[config.mk]
export PLATFORM = sky130hd
export DESIGN_NAME = gpc_top
export DESIGN_NICKNAME = d
export VERILOG_FILES = /design/src/gpc_pkg.sv /design/src/gpc_pin_filter.sv /design/src/gpc_pin_driver.sv /design/src/gpc_top.sv
export SDC_FILE = /design/constraint.sdc
export NUM_CORES = 1
export LEC_CHECK = 0
export ABC_AREA = 1
export BUFFER_PORTS_ARGS = -buffer_cell sky130_fd_sc_hd__buf_2
export CORE_ASPECT_RATIO = 0.6
export CORE_MARGIN = 2
export CORE_UTILIZATION = 45
export DETAILED_ROUTE_END_ITERATION = 10
export GPL_ROUTABILITY_DRIVEN = 1
export PLACE_DENSITY = 0.76
export SLEW_MARGIN = 10
export SYNTH_ARGS = -nofsm -noshare
export SYNTH_HDL_FRONTEND = slang
export SYNTH_SLANG_ARGS = --single-unit
[constraint.sdc]
create_clock -name clk -period 1.45 [get_ports clk]
set_clock_uncertainty 0.15 [all_clocks]
set_input_delay 0.0725 -clock clk [delete_from_list [all_inputs] [get_ports clk]]
set_output_delay 0.0725 -clock clk [all_outputs]
set_load 0.05 [all_outputs]
[src/gpc_pkg.sv]
// Constants shared by the pin configuration block
package gpc_pkg;
   // Pin count and the first of the two upper pins (pins 8 and 9)
   localparam int unsigned NUM_PINS = 12;
   localparam int unsigned UP_LSB   = 8;
   localparam int unsigned UP_W     = 2;

   // Register offsets
   localparam logic [15:0] CFG_OFS   = 16'h01e0;
   localparam logic [15:0] STS_OFS   = 16'h01f0;
   localparam logic [15:0] MSK_OFS   = 16'h01f4;
   localparam logic [15:0] STATE_OFS = 16'h01f8;

   // Field positions of the configuration register
   localparam int unsigned CLR_EN_LSB  = 28;
   localparam int unsigned POL_LSB     = 16;
   localparam int unsigned EVT_OE_LSB  = 14;
   localparam int unsigned EVT_POL_LSB = 12;
   localparam int unsigned BUF_LSB     = 0;

   // Configuration reset value and writable bits
   localparam logic [31:0] CFG_RST   = 32'h0000_3000;
   localparam logic [31:0] CFG_WMASK = 32'h3fff_ffff;

   // Event status layout: pin levels low, timer-clear events above
   localparam int unsigned EVT_W       = 14;
   localparam int unsigned STS_CLR_LSB = 12;
   localparam logic [13:0] EVT_RST     = 14'h0000;

   // Pin state readback layout
   localparam int unsigned STATE_DIR_LSB = 16;

   // Input qualification time, least time rounded up to whole cycles
   localparam int unsigned CLK_PERIOD_NS = 50;
   localparam int unsigned QUAL_TIME_NS  = 40;
   localparam int unsigned QUAL_CYC_RAW  = (QUAL_TIME_NS + CLK_PERIOD_NS - 1) / CLK_PERIOD_NS;
   localparam int unsigned QUAL_CYC      = (QUAL_CYC_RAW < 1) ? 1 : QUAL_CYC_RAW;
endpackage : gpc_pkg

[src/gpc_pin_filter.sv]
// Input qualifier: a pin level is taken only after it stays stable
module gpc_pin_filter #(
   parameter int unsigned W          = 12,
   parameter int unsigned STABLE_CYC = 1
) (
   // Clock and reset
   input  wire logic         clk,
   input  wire logic         rst,
   // Raw and qualified levels
   input  wire logic [W-1:0] raw,
   output logic      [W-1:0] qual
);
   localparam int unsigned CW = $clog2(STABLE_CYC + 1);

   if (STABLE_CYC < 1) begin : g_bad_cyc
      $error("gpc_pin_filter: STABLE_CYC must be at least 1");
   end

   // One stability counter per pin
   for (genvar i = 0; i < W; i++) begin : g_bit
      logic [CW-1:0] cnt_q;
      logic [CW-1:0] cnt_d;
      logic          lvl_d;
      wire           differ = raw[i] ^ qual[i];
      wire           ripe   = (cnt_q == CW'(STABLE_CYC - 1));

      // Count while the pin differs, accept once ripe
      assign cnt_d = (!differ || ripe) ? '0 : cnt_q + CW'(1);
      assign lvl_d = (differ && ripe) ? raw[i] : qual[i];

      // Counter and accepted level
      always_ff @(posedge clk) begin
         if (rst) begin
            cnt_q   <= '0;
            qual[i] <= 1'b1;  // Idle pins rest high on their pull-ups
         end else begin
            cnt_q   <= cnt_d;
            qual[i] <= lvl_d;
         end
      end
   end
endmodule : gpc_pin_filter

[src/gpc_pin_driver.sv]
// Pin driver: open-drain or push-pull output with registered enables
module gpc_pin_driver #(
   parameter int unsigned W = 12
) (
   // Clock and reset
   input  wire logic         clk,
   input  wire logic         rst,
   // Drive request
   input  wire logic [W-1:0] value,
   input  wire logic [W-1:0] drive_en,
   input  wire logic [W-1:0] push_pull,
   // Pin side
   output logic      [W-1:0] pin_out,
   output logic      [W-1:0] pin_oe
);
   logic [W-1:0] out_d;
   logic [W-1:0] oe_d;

   if (W < 1) begin : g_bad_w
      $error("gpc_pin_driver: W must be at least 1");
   end

   // Open-drain pulls low only; push-pull drives both levels
   assign out_d = drive_en & push_pull & value;
   assign oe_d  = drive_en & (push_pull | ~value);

   // Registered pin drive
   always_ff @(posedge clk) begin
      if (rst) begin
         pin_out <= '0;
         pin_oe  <= '0;
      end else begin
         pin_out <= out_d;
         pin_oe  <= oe_d;
      end
   end
endmodule : gpc_pin_driver

[src/gpc_top.sv]
// Pin configuration, event output and timer-clear logic for twelve pins
// Functional notes
// - Enabled upper pin input clears timer flag
// - Clear input active level from pin polarity
// - Timer clear works only on input pins
// - Clear is edge sensitive, short pulses ignored
// - Polarity bit picks level setting pin status
// - Upper pin polarity also sets capture polarity
// - Event enable puts compare events on pin
// - Event enable forces output, buffer type kept
// - Event polarity bits, reset high
// - Buffer bit: 0 open-drain, 1 push-pull
// - Open-drain: low on 0, undriven on 1
// - Open-drain event drive follows event polarity
// - Direction bit: 0 input, 1 output
// - Interrupt inputs level sensitive, qualified first
//
// The plain strobed port was left to the implementer.
module gpc_top #(
   parameter int unsigned QUAL_CYCLES = gpc_pkg::QUAL_CYC
) (
   // Clock and reset
   input  wire logic                          clk,
   input  wire logic                          rst,
   // Register port
   input  wire logic [15:0]                   reg_addr,
   input  wire logic [31:0]                   reg_wdata,
   input  wire logic                          reg_wr,
   input  wire logic                          reg_rd,
   output logic      [31:0]                   reg_rdata,
   // Data and direction from the data register
   input  wire logic [gpc_pkg::NUM_PINS-1:0]  pin_data_bits,
   input  wire logic [gpc_pkg::NUM_PINS-1:0]  pin_direction_bits,
   // Pins
   input  wire logic [gpc_pkg::NUM_PINS-1:0]  pin_in,
   output logic      [gpc_pkg::NUM_PINS-1:0]  pin_out,
   output logic      [gpc_pkg::NUM_PINS-1:0]  pin_oe,
   // Time-stamp unit
   input  wire logic [gpc_pkg::UP_W-1:0]      compare_event,
   output logic      [gpc_pkg::UP_W-1:0]      capture_event,
   output logic                               timer_irq_clear,
   // Interrupt
   output logic                               irq
);
   import gpc_pkg::*;

   if (QUAL_CYCLES < 1) begin : g_bad_qual
      $error("gpc_top: QUAL_CYCLES must be at least 1");
   end

   // Place a two-bit upper-pin field at pins 9:8
   function automatic logic [NUM_PINS-1:0] to_upper(input logic [UP_W-1:0] v);
      return NUM_PINS'(v) << UP_LSB;
   endfunction

   logic [31:0]         cfg_q;
   logic [31:0]         cfg_d;
   logic [EVT_W-1:0]    status_q;
   logic [EVT_W-1:0]    status_d;
   logic [EVT_W-1:0]    mask_q;
   logic [EVT_W-1:0]    mask_d;
   logic [31:0]         rdata_d;
   logic [UP_W-1:0]     up_act_q;
   logic [NUM_PINS-1:0] pin_qual;

   // Configuration fields
   wire [UP_W-1:0]     clr_en   = cfg_q[CLR_EN_LSB +: UP_W];
   wire [NUM_PINS-1:0] pin_pol  = cfg_q[POL_LSB +: NUM_PINS];
   wire [UP_W-1:0]     evt_oe   = cfg_q[EVT_OE_LSB +: UP_W];
   wire [UP_W-1:0]     evt_pol  = cfg_q[EVT_POL_LSB +: UP_W];
   wire [NUM_PINS-1:0] buf_type = cfg_q[BUF_LSB +: NUM_PINS];

   // Address decode
   wire hit_cfg   = (reg_addr == CFG_OFS);
   wire hit_sts   = (reg_addr == STS_OFS);
   wire hit_msk   = (reg_addr == MSK_OFS);
   wire hit_state = (reg_addr == STATE_OFS);
   wire wr_cfg    = reg_wr & hit_cfg;
   wire wr_msk    = reg_wr & hit_msk;
   wire rd_sts    = reg_rd & hit_sts;

   wire [NUM_PINS-1:0] eff_dir = pin_direction_bits | to_upper(evt_oe);

   gpc_pin_filter #(
      .W          (NUM_PINS),
      .STABLE_CYC (QUAL_CYCLES)
   ) u_filter (
      .clk  (clk),
      .rst  (rst),
      .raw  (pin_in),
      .qual (pin_qual)
   );

   // Pin active when qualified level matches polarity
   wire [NUM_PINS-1:0] pin_act = ~(pin_qual ^ pin_pol);

   // Capture polarity from the same bits
   wire [UP_W-1:0] up_act = pin_act[UP_LSB +: UP_W];

   // Timer clear on enabled active edge
   // Only while the pin is an input
   wire [UP_W-1:0] clr_edge = up_act & ~up_act_q & clr_en & ~eff_dir[UP_LSB +: UP_W];

   wire [UP_W-1:0] evt_lvl = ~(compare_event ^ evt_pol);

   // Event level replaces data on enabled pins
   wire [NUM_PINS-1:0] drv_val = (pin_data_bits & ~to_upper(evt_oe))
                               | (to_upper(evt_lvl) & to_upper(evt_oe));

   gpc_pin_driver #(
      .W (NUM_PINS)
   ) u_driver (
      .clk       (clk),
      .rst       (rst),
      .value     (drv_val),
      .drive_en  (eff_dir),
      .push_pull (buf_type),
      .pin_out   (pin_out),
      .pin_oe    (pin_oe)
   );

   // Register next values; a new event beats a read clear
   wire [EVT_W-1:0] evt_set = {clr_edge, pin_act};
   assign cfg_d    = wr_cfg ? (reg_wdata & CFG_WMASK) : cfg_q;
   assign mask_d   = wr_msk ? reg_wdata[EVT_W-1:0] : mask_q;
   assign status_d = (rd_sts ? EVT_RST : status_q) | evt_set;

   // Read data selection, unmapped reads give zero
   assign rdata_d = !reg_rd   ? 32'h0000_0000
                  : hit_cfg   ? cfg_q
                  : hit_sts   ? 32'(status_q)
                  : hit_msk   ? 32'(mask_q)
                  : hit_state ? ((32'(eff_dir) << STATE_DIR_LSB) | 32'(pin_qual))
                  : 32'h0000_0000;

   // Configuration, status and mask
   always_ff @(posedge clk) begin
      if (rst) begin
         cfg_q    <= CFG_RST;
         status_q <= EVT_RST;
         mask_q   <= EVT_RST;
      end else begin
         cfg_q    <= cfg_d;
         status_q <= status_d;
         mask_q   <= mask_d;
      end
   end

   // Registered outputs toward bus, timer unit and interrupt
   always_ff @(posedge clk) begin
      if (rst) begin
         reg_rdata       <= 32'h0000_0000;
         up_act_q        <= '0;
         capture_event   <= '0;
         timer_irq_clear <= 1'b0;
         irq             <= 1'b0;
      end else begin
         reg_rdata       <= rdata_d;
         up_act_q        <= up_act;
         capture_event   <= up_act;
         timer_irq_clear <= |clr_edge;
         irq             <= |(status_d & mask_d);
      end
   end

   // Per upper pin checks of the event output path and of timer clear logging
   for (genvar u = 0; u < UP_W; u++) begin : g_up_chk
      localparam int unsigned PN = UP_LSB + u;

   end

   // Pins that carry compare events
   wire [NUM_PINS-1:0] evt_pin = to_upper(evt_oe);

   // Per pin checks of data drive and status
   for (genvar n = 0; n < NUM_PINS; n++) begin : g_pin_chk

   end
endmodule : gpc_top

## Yosys cells after proc, flatten, opt, wreduce, memory -nomap -nowiden

Index checks and enable logic that the tools add are counted.

| storage, ports and cells | value |
|---|---|
| register bits | 142 |
| input port bits | 90 |
| logic and storage cells | 159 |
| output and inout port bits | 60 |

| cells by class | value |
|---|---|
| $add $sub $neg | 12 |
| equal/unequal tests | 4 |
| bitwise gates (word level) | 51 |
| mux-type cells | 6 |
| reduce and logical (&&, ||, !) cells | 52 |

Operator list:

| operator | number |
|---|---|
| $mux W28 | 3 |
| $eq A16 B9 Y1 const B | 4 |
| $and A12 B12 Y12 | 4 |
| $mux W30 | 1 |
| $mux W14 | 2 |
| $or A28 B12 Y28 | 1 |
| $reduce_or A2 Y1 | 14 |
| $not A12 Y12 | 2 |
| $or A12 B10 Y12 | 2 |
| $and A14 B14 Y14 | 1 |
| $not A1 Y1 | 14 |
| $or A14 B14 Y14 | 1 |
| $reduce_or A14 Y1 | 1 |
| $add A1 B1 Y1 const B | 12 |
| $logic_and A1 B1 Y1 | 12 |
| $logic_not A1 Y1 | 12 |
| $logic_or A1 B1 Y1 | 12 |
| $not A10 Y12 | 1 |
| $or A12 B12 Y12 | 1 |
| $xor A1 B1 Y1 | 12 |
| $xor A12 B12 Y12 | 1 |
| $and A10 B10 Y10 | 1 |
| $and A2 B2 Y2 | 3 |
| $not A2 Y2 | 3 |
| other kinds (3) | 5 |

## Depth between registers and ports, before layout

Gate-level depths: netlist of run 1.

| logic depth | value |
|---|---|
| depth after elaboration | 8 |
| depth in mapped cells | 15 |
| mapped depth without buffers | 13 |

## Cells and area by module

A second synthesis of run 1 with hierarchy kept.

| unflattened totals | value |
|---|---|
| cell total of the unflattened synthesis | 700 |
| area, all modules | 5,509.0 um^2 |

Modules (own cells, without submodules):

| module | cells each | area an instance (um^2) | sequential area each (um^2) | times used |
|---|---|---|---|---|
| gpc_top | 527 | 4,046.4 | 1,841.8 | 1 |
| gpc_pin_driver | 98 | 768.2 | 480.5 | 1 |
| gpc_pin_filter | 75 | 694.4 | 480.5 | 1 |

## Least setup slack after synthesis of run 1

No wires, ideal clock.

| path | value |
|---|---|
| kind | register -> register |
| start point | register up_act_q[0] |
| end point | register irq |
| stages on the path, launching flop included | 10 |
| arrival time | 1.208 ns |
| data required time | 1.172 ns |
| setup slack | -0.035 ns |
| clock period less this slack | 1.485 ns |
| cell sequence | dfxtp_1 > nor2_1 > nand3_1 > o21ai_0 > nand2_1 > nand2_1 > inv_1 > nand2_1 > nor2_1 > nor2_1 |

| between the ends | value |
|---|---|
| cells in the longest elaborated chain, start to end | 7 |

Ends and longest elaborated chain:

| item | line | RTL |
|---|---|---|
| start, declared | gpc_top.sv:63 | `logic [UP_W-1:0] up_act_q;` |
| start signal, assigned | gpc_top.sv:159 | `up_act_q <= up_act;` |
| $not A2 Y2 | gpc_top.sv:102 | `wire [UP_W-1:0] clr_edge = up_act & ~up_act_q & clr_en & ~eff_dir[UP_LSB +: UP_W];` |
| $and A2 B2 Y2 (3 in series) | gpc_top.sv:102 |  |
| $or A14 B14 Y14 | gpc_top.sv:126 | `assign status_d = (rd_sts ? EVT_RST : status_q) \| evt_set;` |
| $and A14 B14 Y14 | gpc_top.sv:162 | `irq <= \|(status_d & mask_d);` |
| $reduce_or A14 Y1 | gpc_top.sv:162 |  |
| end signal, assigned | gpc_top.sv:162 |  |
| end, declared | gpc_top.sv:43 | `output logic irq` |

Every way passes these cells.
A chain may end at the register's enable or synchronous reset.

## Worst setup path after layout of run 1

| path | value |
|---|---|
| start point | register cfg_q[10] |
| end point | register u_driver.pin_oe[10] |

| between the ends | value |
|---|---|
| cells in the longest elaborated chain, start to end | 2 |

Ends and longest elaborated chain:

| item | line | RTL |
|---|---|---|
| start, declared | gpc_top.sv:56 | `logic [31:0] cfg_q;` |
| start signal, assigned | gpc_top.sv:143 | `cfg_q <= cfg_d;` |
| $or A12 B12 Y12 | gpc_pin_driver.sv:25 | `assign oe_d = drive_en & (push_pull \| ~value);` |
| $and A12 B12 Y12 | gpc_pin_driver.sv:25 |  |
| end signal, assigned | gpc_pin_driver.sv:31 | `pin_oe <= '0;` |
| end signal, assigned | gpc_pin_driver.sv:34 | `pin_oe <= oe_d;` |
| end, declared | gpc_pin_driver.sv:14 | `output logic [W-1:0] pin_oe` |

Every way passes these cells.

==> results of run 1 <==
worst max-delay path: stages, from the launching register on:
cell and delay, ns:
dfxtp_1 0.37, inv_1 0.09, a211oi_1 0.20, dlygate4sd3_1 0.57
layout by cell type (no fill, tap or decap), types with 23 or more instances in the layout:
| cell type | count |
|---|---|
| a211oi_1 | 36 |
| a21oi_1 | 37 |
| buf_2 | 144 |
| buf_4 | 43 |
| dfxtp_1 | 130 |
| dlygate4sd3_1 | 93 |
| inv_1 | 73 |
| nand2_1 | 121 |
| nand3_1 | 23 |
| nor2_1 | 68 |
power by group through the flow:
stage,Sequential [W],Clock [W],Combinational (W)
floorplan,0.00411,0,0.000192
global placement,0.00406,0,0.000485
detailed placement,0.00406,0,0.000491
CTS,0.00398,0.00474,0.000677
global route,0.00400,0.00495,0.000771
finish,0.00399,0.00472,0.000724
sequential cells by signal, indices dropped and copies added, names as in the netlist:
name / flops
cfg_q: 30
reg_rdata: 30
mask_q: 14
status_q: 14
u_driver.pin_oe: 12
u_driver.pin_out: 12
u_filter.g_bit.cnt_q: 12
u_filter.qual: 12
up_act_q: 2
irq: 1
timer_irq_clear: 1
per-stage QoR:
stage | TNS [ns] | setup slack [ns]
after floorplan | 0 | 0.00639
after CTS | 0 | 0.0148
after global routing | -0.101 | -0.0957
final | 0 | 0.0250
after global placement | -6.09 | -0.241
after detailed placement | -7.90 | -0.297
Yosys cell counts:
master    count
dfxtp_1     140
nand2_1     127
inv_1        73
nor2_1       70
a211oi_1     38
a21oi_1      37
nand3_1      25
o21ai_0      20
clkbuf_1     14
a41oi_1      12
buf_2        12
nand4_1      12
o22ai_1      12
xor2_1       12
buf_4         3
nor2_2        3
buf_1         2
buf_6         2
nand2_2       2
nor4_1        2
o211ai_1      2
xnor2_1       2
a221oi_1      1
a31o_2        1
conb_1        1
inv_2         1
nand3_2       1
nand3_4       1
nand3b_1      1
nor2_4        1
nor3b_1       1
path summary, 6_finish.rpt:
check        slack [ns]             endpoint  depth (start not counted)               startpoint
max                0.03  u_driver.pin_oe[10]                          3                cfg_q[10]
min               -0.04            mask_q[8]                          3                      rst
max reg2reg        0.03  u_driver.pin_oe[10]                          3                cfg_q[10]
min reg2reg        0.27     u_filter.qual[8]                          1  u_filter.g_bit[8].cnt_q
routing by layer:
layer / up-vias / routed length, um
li1: 2649 / -
met1: 2552 / 7760
met2: 270 / 7910
met3: 42 / 1390
met4: 0 / 408
met5: - / 0
logic make-up after synthesis:
group | share of synthesized area [%]
buf+inv | 8.53
xor+xnor | 2.36
simple gates | 20.0
compound gates | 15.1
other cells | 0.0722
flops | 54.0
area by class of cell:
class,count,area (um^2),share of cell area (%)
Inverter,74,278,3.38
Timing Repair Buffer,291,2170,26.4
Clock inverter,11,191,2.33
Tap cell,144,180,2.19
Multi-Input combinational cell,398,2140,26.0
Clock buffer,20,447,5.43
Sequential cell,140,2820,34.2
what timing repair did:
action	CTS	global route
setup buffers	0	1
gates resized for setup	0	39
setup endpoints to repair	0	29
hold endpoints to repair	109	30
hold buffers	100	1
==> results by stage, run 1 <==
Run status:
- The run finished, with violations left.
- The final reports fail on negative hold slack.

Power:
- The clock network fraction of design power is approximately half.
- Power spread over the standard cell area amounts to 1150 mW/mm^2.
- The internal portion of the total power is between 0.007 and 0.008 W.
- In this run the static leakage power is 3.79 nW.
- The switching part of the total power is 21.8%.
- Combinational cells account for around 7.7% of the total power.
- The final total power is between 0.009 and 0.01 W.
- Sequential cells account for around 42% of the total power.
- The peak ir drop on the vdd network is 0.000978 V.
- Summed over all nets, the switching power comes to 0.00206 W.

GRT:
- For met2 alone, demand over resource in global routing was 46.0%.
- The layer flagged by global routing as most heavily used is met2.
- The wire length of the first global-routing pass is 26000 um.
- The sum of overflow across all layers after global routing is 0.
- The largest net degree at the start of global routing is a little under 50.
- The number of antenna violations at the first check in global routing came to 0.
- For this run, global-route usage on met1 was measured as roughly a third.
- The via count of the first global-routing pass is 5328.
- Global routing consumed, over all layers together, 27.3% of the routing resources.
- For met3 alone, demand over resource in global routing was 6.10%.

Critical path:
- The type of element launching the critical path is a flip-flop.
- At the worst endpoint, the required time is ~1.7 ns.
- Of all nets on the critical path, the largest fanout is 3.
- The endpoint kind of the worst setup timing path is a flip-flop.
- The worst setup path category is reg -> reg.
- The arrival time of the worst setup path is 1.63 ns.

Floorplan:
- After floorplanning, the core was divided into 30 placement rows.
- The area of the die is 0.0124 mm^2.
- The starting density of the core is 46.1%.
- After floorplanning, the core was sized to cover 0.0113 mm^2.
- The number of placed I/O pins is 150.
- The die boundary height is just under 90 um.
- The width of the die is around 140 um.

Synth:
- The post-synthesis cell count is around 630.
- The cell type contributing the most total cell area after synthesis is dfxtp_1.
- The sequential-to-total area share from yosys stat is 54.0%.
- The synthesis warning total is 0.
- A synthesized cell averages 8.23 um^2.
- Summing every instance area after synthesis gives 0.00519 mm^2.
- The synthesized design contains 140 register bits.
- The number of unique standard cell types used by synthesis is 31.
- In this run the biggest area consumer among cell types represents 54.0% of the synthesized area.
- By area the synthesized netlist is led by dfxtp_1, nand2_1, a211oi_1, inv_1, nor2_1.

Place:
- The count of buffers from port buffering is between 100 and 150.
- The post-placement cell area is about 0.0064 mm^2.
- The post-detailed-placement half-perimeter wirelength is 9660 um.
- In this run, placement finished with an instance count of approximately 950.
- The last weighted congestion value of the routability-driven placer is 0.835.

CTS:
- The clock latency on the worst-skew pair is 0.42 ns.
- The master cell of the clock root buffer is clkbuf_16.
- The clock-pin slew on the worst setup and hold paths is about 0.060 ns.
- The clock passes through at most 2 buffers.
- The clock sink count is 140.
- The TritonCTS buffer count is 17.
- The number of H-tree levels is 4.
- TritonCTS built the clock tree.

Final layout:
- The area of all placed cells without fillers is approximately 0.008 mm^2.
- The number of nets in the layout is slightly above 1000.
- The core occupancy in the finished layout is around three quarters.
- The share of cells above drive strength 1 is 28.6%.
- The number of filler cells placed in the layout is 803.
- The finished layout holds 1078 standard cells, fillers aside.
- The number of antenna diodes in the final layout is 0.
- The area growth from synthesis to layout is 58.4%.

Run:
- The count of max-cap constraint violations is 0.

Drt:
- The count of routing violations after the opening detailed-route iteration is 464.
- Summing over every cut layer, the via total after detailed routing is 5513.
- The routed length per placed instance is 16.2 um.
- The total wire length after detailed routing is roughly 17000 um.
- In the routed layout, each cell is associated on average with a via count of 5.11.
- Once detail routing completed, the nets flagged for antenna violations numbered 0.
- The pre-antenna-repair detailed-routing pass consisted of 5 iterations.
- In the routed design, unresolved DRC markers number 0.

STA:
- The fraction of the cycle the final worst path needs is between 90% and 100%.
- The pin slew with the least headroom to its limit is 0.781 ns.
- The number of hold violations in the final report is 29.
- The max-slew violation total from the final report is 0.
- The relative max-transition margin is 47.9%.
- The final critical path time including I/O delays and setup is 1.42 ns.
- The worst hold slack after final layout is -0.0367 ns.
- Setup violations remaining at the end of the flow were counted as 0.
- Setup repair after global routing could not meet its margin everywhere.
- The highest clock frequency the design can meet is 0.702 GHz.

Worst hold path:
- The path class of the tightest hold or removal check is in -> reg.
(Power assumes the default switching activity.)
==> run 2, diff against run 1 <==
--- a/config.mk
+++ b/config.mk
@@ -12,8 +12,9 @@
 export CORE_UTILIZATION = 45
 export DETAILED_ROUTE_END_ITERATION = 10
 export GPL_ROUTABILITY_DRIVEN = 1
+export MAX_ROUTING_LAYER = met4
 export PLACE_DENSITY = 0.76
-export SLEW_MARGIN = 10
+export SLEW_MARGIN = 20
 export SYNTH_ARGS = -nofsm -noshare
 export SYNTH_HDL_FRONTEND = slang
 export SYNTH_SLANG_ARGS = --single-unit
==> run 2 against run 1 <==
Clock power is essentially flat. Cell count grew 0.28%. Sequential share of layout area shrank 0.083 points. The run still ends with negative hold slack left. Die area is the same. Fmax shrank 0.79%. Power is essentially flat. Register-to-register slack is essentially flat. Sequential power is essentially flat. Worst setup slack lost 0.011 ns.
==> results by stage, run 2 (same netlist as run 1, synthesis figures left out) <==
Final layout:
- The share of cells above drive strength 1 was 28.4% (was 28.6%).
- The number of nets in the layout was 1015 (was 1012).
- The number of filler cells placed in the layout is 802 (was 803).
- The antenna diode count came to 0 (unchanged).
- The area growth from synthesis to layout is 58.7% (was 58.4%).
- The multi-input combinational cell area is 0.00214 mm^2 (about the same).
- Top flop regs: cfg_q: 30 flops, reg_rdata: 30 flops (unchanged).
- The area of all placed cells without fillers is 0.00824 mm^2 (was 0.00822 mm^2).
- Top library cells by usage in the layout, fill and taps aside: buf_2, dfxtp_1, nand2_1 (unchanged).
- The footprint of the flip-flops and latches is 0.00282 mm^2 (unchanged).
- The most common cell after layout, fill and taps aside is buf_2 (unchanged).

Critical path:
- The worst setup path category is reg -> reg (unchanged).
- The launching instance or port of the critical path is cfg_q[1] (was cfg_q[10]).
- The endpoint kind of the worst setup timing path is a flip-flop (unchanged).
- The type of element launching the critical path is a flip-flop (unchanged).
- The highest fanout seen on the critical path is 3 (unchanged).
- The required time of the critical path is 1.65 ns (was 1.66 ns).
- The worst reg2reg path startpoint is cfg_q[1] (was cfg_q[10]).
- The arrival time of the worst setup path is 1.64 ns (was 1.63 ns).

Place:
- The count of buffers from port buffering is 145 (unchanged).
- The post-placement cell area was 0.00641 mm^2 (unchanged).
- The last weighted congestion value of the routability-driven placer was 0.848 (was 0.835).
- The post-detailed-placement half-perimeter wirelength is 9660 um (unchanged).

Worst hold path:
- The worst hold-check path type is in -> reg (unchanged).
- The start point of the worst hold path is rst (unchanged).

Floorplan:
- The number of placed I/O pins is 150 (unchanged).
- The standard-cell row count was 30 (unchanged).
- The area inside the core boundary is 0.0113 mm^2 (unchanged).
- The starting density of the core is 46.1% (unchanged).
- The width of the die came to 143 um (unchanged).
- The area of the die is 0.0124 mm^2 (unchanged).
- The die boundary height is 87.2 um (unchanged).

CTS:
- The CTS tree was done (unchanged).
- The TritonCTS buffer count is 17 (unchanged).
- The clock latency on the worst-skew pair is 0.41 ns (was 0.42 ns).
- The number of H-tree levels is 4 (unchanged).
- The clock sink count was 140 (unchanged).
- The largest buffer count on any clock path was 2 (unchanged).
- The clock-pin slew on the worst setup and hold paths was 0.06 ns (about the same).
- The master cell of the clock root buffer is clkbuf_16 (unchanged).

STA:
- The final count of negative-setup-slack endpoints came to 0 (unchanged).
- The fraction of the cycle the final worst path needs was 99.1% (was 98.3%).
- The highest clock frequency the design can meet is 0.696 GHz (was 0.702 GHz).
- The relative max-transition margin came to 47.6% (was 47.9%).
- The number of hold violations in the final report is 28 (was 29).
- The pin slew with the least headroom to its limit is 0.786 ns (was 0.781 ns).
- The worst hold slack after final layout came to -0.0406 ns (was -0.0367 ns).
- RSZ-0062 raised after global routing: true (unchanged).
- The final critical path time including I/O delays and setup is 1.44 ns (was 1.42 ns).
- The max-slew violation total from the final report is 0 (unchanged).

Drt:
- The residual DRC count was 0 (unchanged).
- The post-detailed-route count of antenna-violating nets is 0 (unchanged).
- The routed length per placed instance is 16.1 um (was 16.2 um).
- The number of iterations in the first detailed-routing pass is 5 (unchanged).
- The count of routing violations after the opening detailed-route iteration is 454 (was 464).
- The total wire length after detailed routing is 17400 um (was 17500 um).
- The ratio of routed vias to standard cells is 5.09 (was 5.11).
- The vias after detailed routing came to 5497 (was 5513).

GRT:
- The sum of overflow across all layers after global routing was 0 (unchanged).
- The largest net degree at the start of global routing came to 49 (unchanged).
- The met2 track utilization from global routing is 46.0% (unchanged).
- The via count of the first global-routing pass was 5349 (was 5328).
- The global-route met1 utilization is 34.9% (was 34.7%).
- The total routing usage reported by global routing was 28.1% (was 27.3%).
- The number of antenna violations at the first check in global routing was 0 (unchanged).
- The most used routing layer in global routing is met2 (unchanged).
- The met3 layer usage reported by global route is 5.50% (was 6.10%).
- The wire length of the first global-routing pass came to 25900 um (was 26000 um).

Power:
- The static power due to leakage is 3.81 nW (was 3.79 nW).
- The power density relative to cell area came to 1150 mW/mm^2 (about the same).
- The peak ir drop on the vdd network is 0.000979 V (was 0.000978 V).

Run status:
- Run status: finished with violations (unchanged).
- Violations in the final reports: negative hold slack (unchanged).

Run:
- The count of max-cap constraint violations is 0 (unchanged).
[run 2: changes by cell type in the layout (fill, tap and decap cells not counted), sizes merged]
cell / previous run / this run
dlygate4sd3: 93 / 96
[run 2: where the power goes]
part	internal, W	leakage [nW]	total (W)	switching [W]
sequential	0.00393	1.14	0.00399	0.0000572
clock	0.00309	0.303	0.00473	0.00164
combinational	0.000358	2.37	0.000723	0.000365
total	0.00738	3.81	0.00944	0.00206
[run 2: routing by layer]
| metal | part of all wire, % | vias to the layer above |
|---|---|---|
| met3 | 8.4 | 35 |
| met1 | 44 | 2518 |
| met5 | 0 | - |
| met2 | 46 | 280 |
| li1 | - | 2664 |
| met4 | 2.0 | 0 |
[run 2: worst max-delay path, stage by stage (launching register included)]
cell	delay [ns]
dfxtp_1	0.37
inv_1	0.09
a211oi_2	0.19
dlygate4sd3_1	0.58
[run 2: worst paths after layout]
check,endpoint,slack [ns],cells after the start
max,u_driver.pin_oe[1],0.01,3
min,mask_q[8],-0.04,3
max reg2reg,u_driver.pin_oe[1],0.01,3
min reg2reg,u_filter.qual[8],0.27,1
[run 2: what timing repair did]
item | in CTS | in global routing
endpoints found under the hold margin | 109 | 24
hold buffers | 100 | 1
buffers inserted | 0 | 1
setup endpoints to repair | 0 | 29
gates resized for setup | 0 | 36
[run 2: cell type report]
type                       count  area share [%]
sequential                   140            34.2
timing repair buffer         294            26.6
multi-input combinational    398            25.9
clock buffer                  20            5.42
inverter                      74            3.37
clock inverter                11            2.32
tap                          144            2.19
[run 2: stage by stage]
| stage | cells | setup slack (ns) | power (W) | util, % | setup TNS [ns] |
|---|---|---|---|---|---|
| 6_report | 1081 | 0.0137 | 0.00944 | 73.2 | 0 |
| 5_1_grt | 1081 | -0.0944 | 0.00971 | 73.2 | -0.190 |
| 4_1_cts | 1079 | 0.0148 | 0.00940 | 71.5 | 0 |
| 3_5_place_dp | 948 | -0.297 | 0.00455 | 56.9 | -7.90 |
| 3_3_place_gp | 948 | -0.241 | 0.00455 | 56.9 | -6.09 |
| 2_1_floorplan | 644 | 0.00639 | 0.00430 | - | 0 |
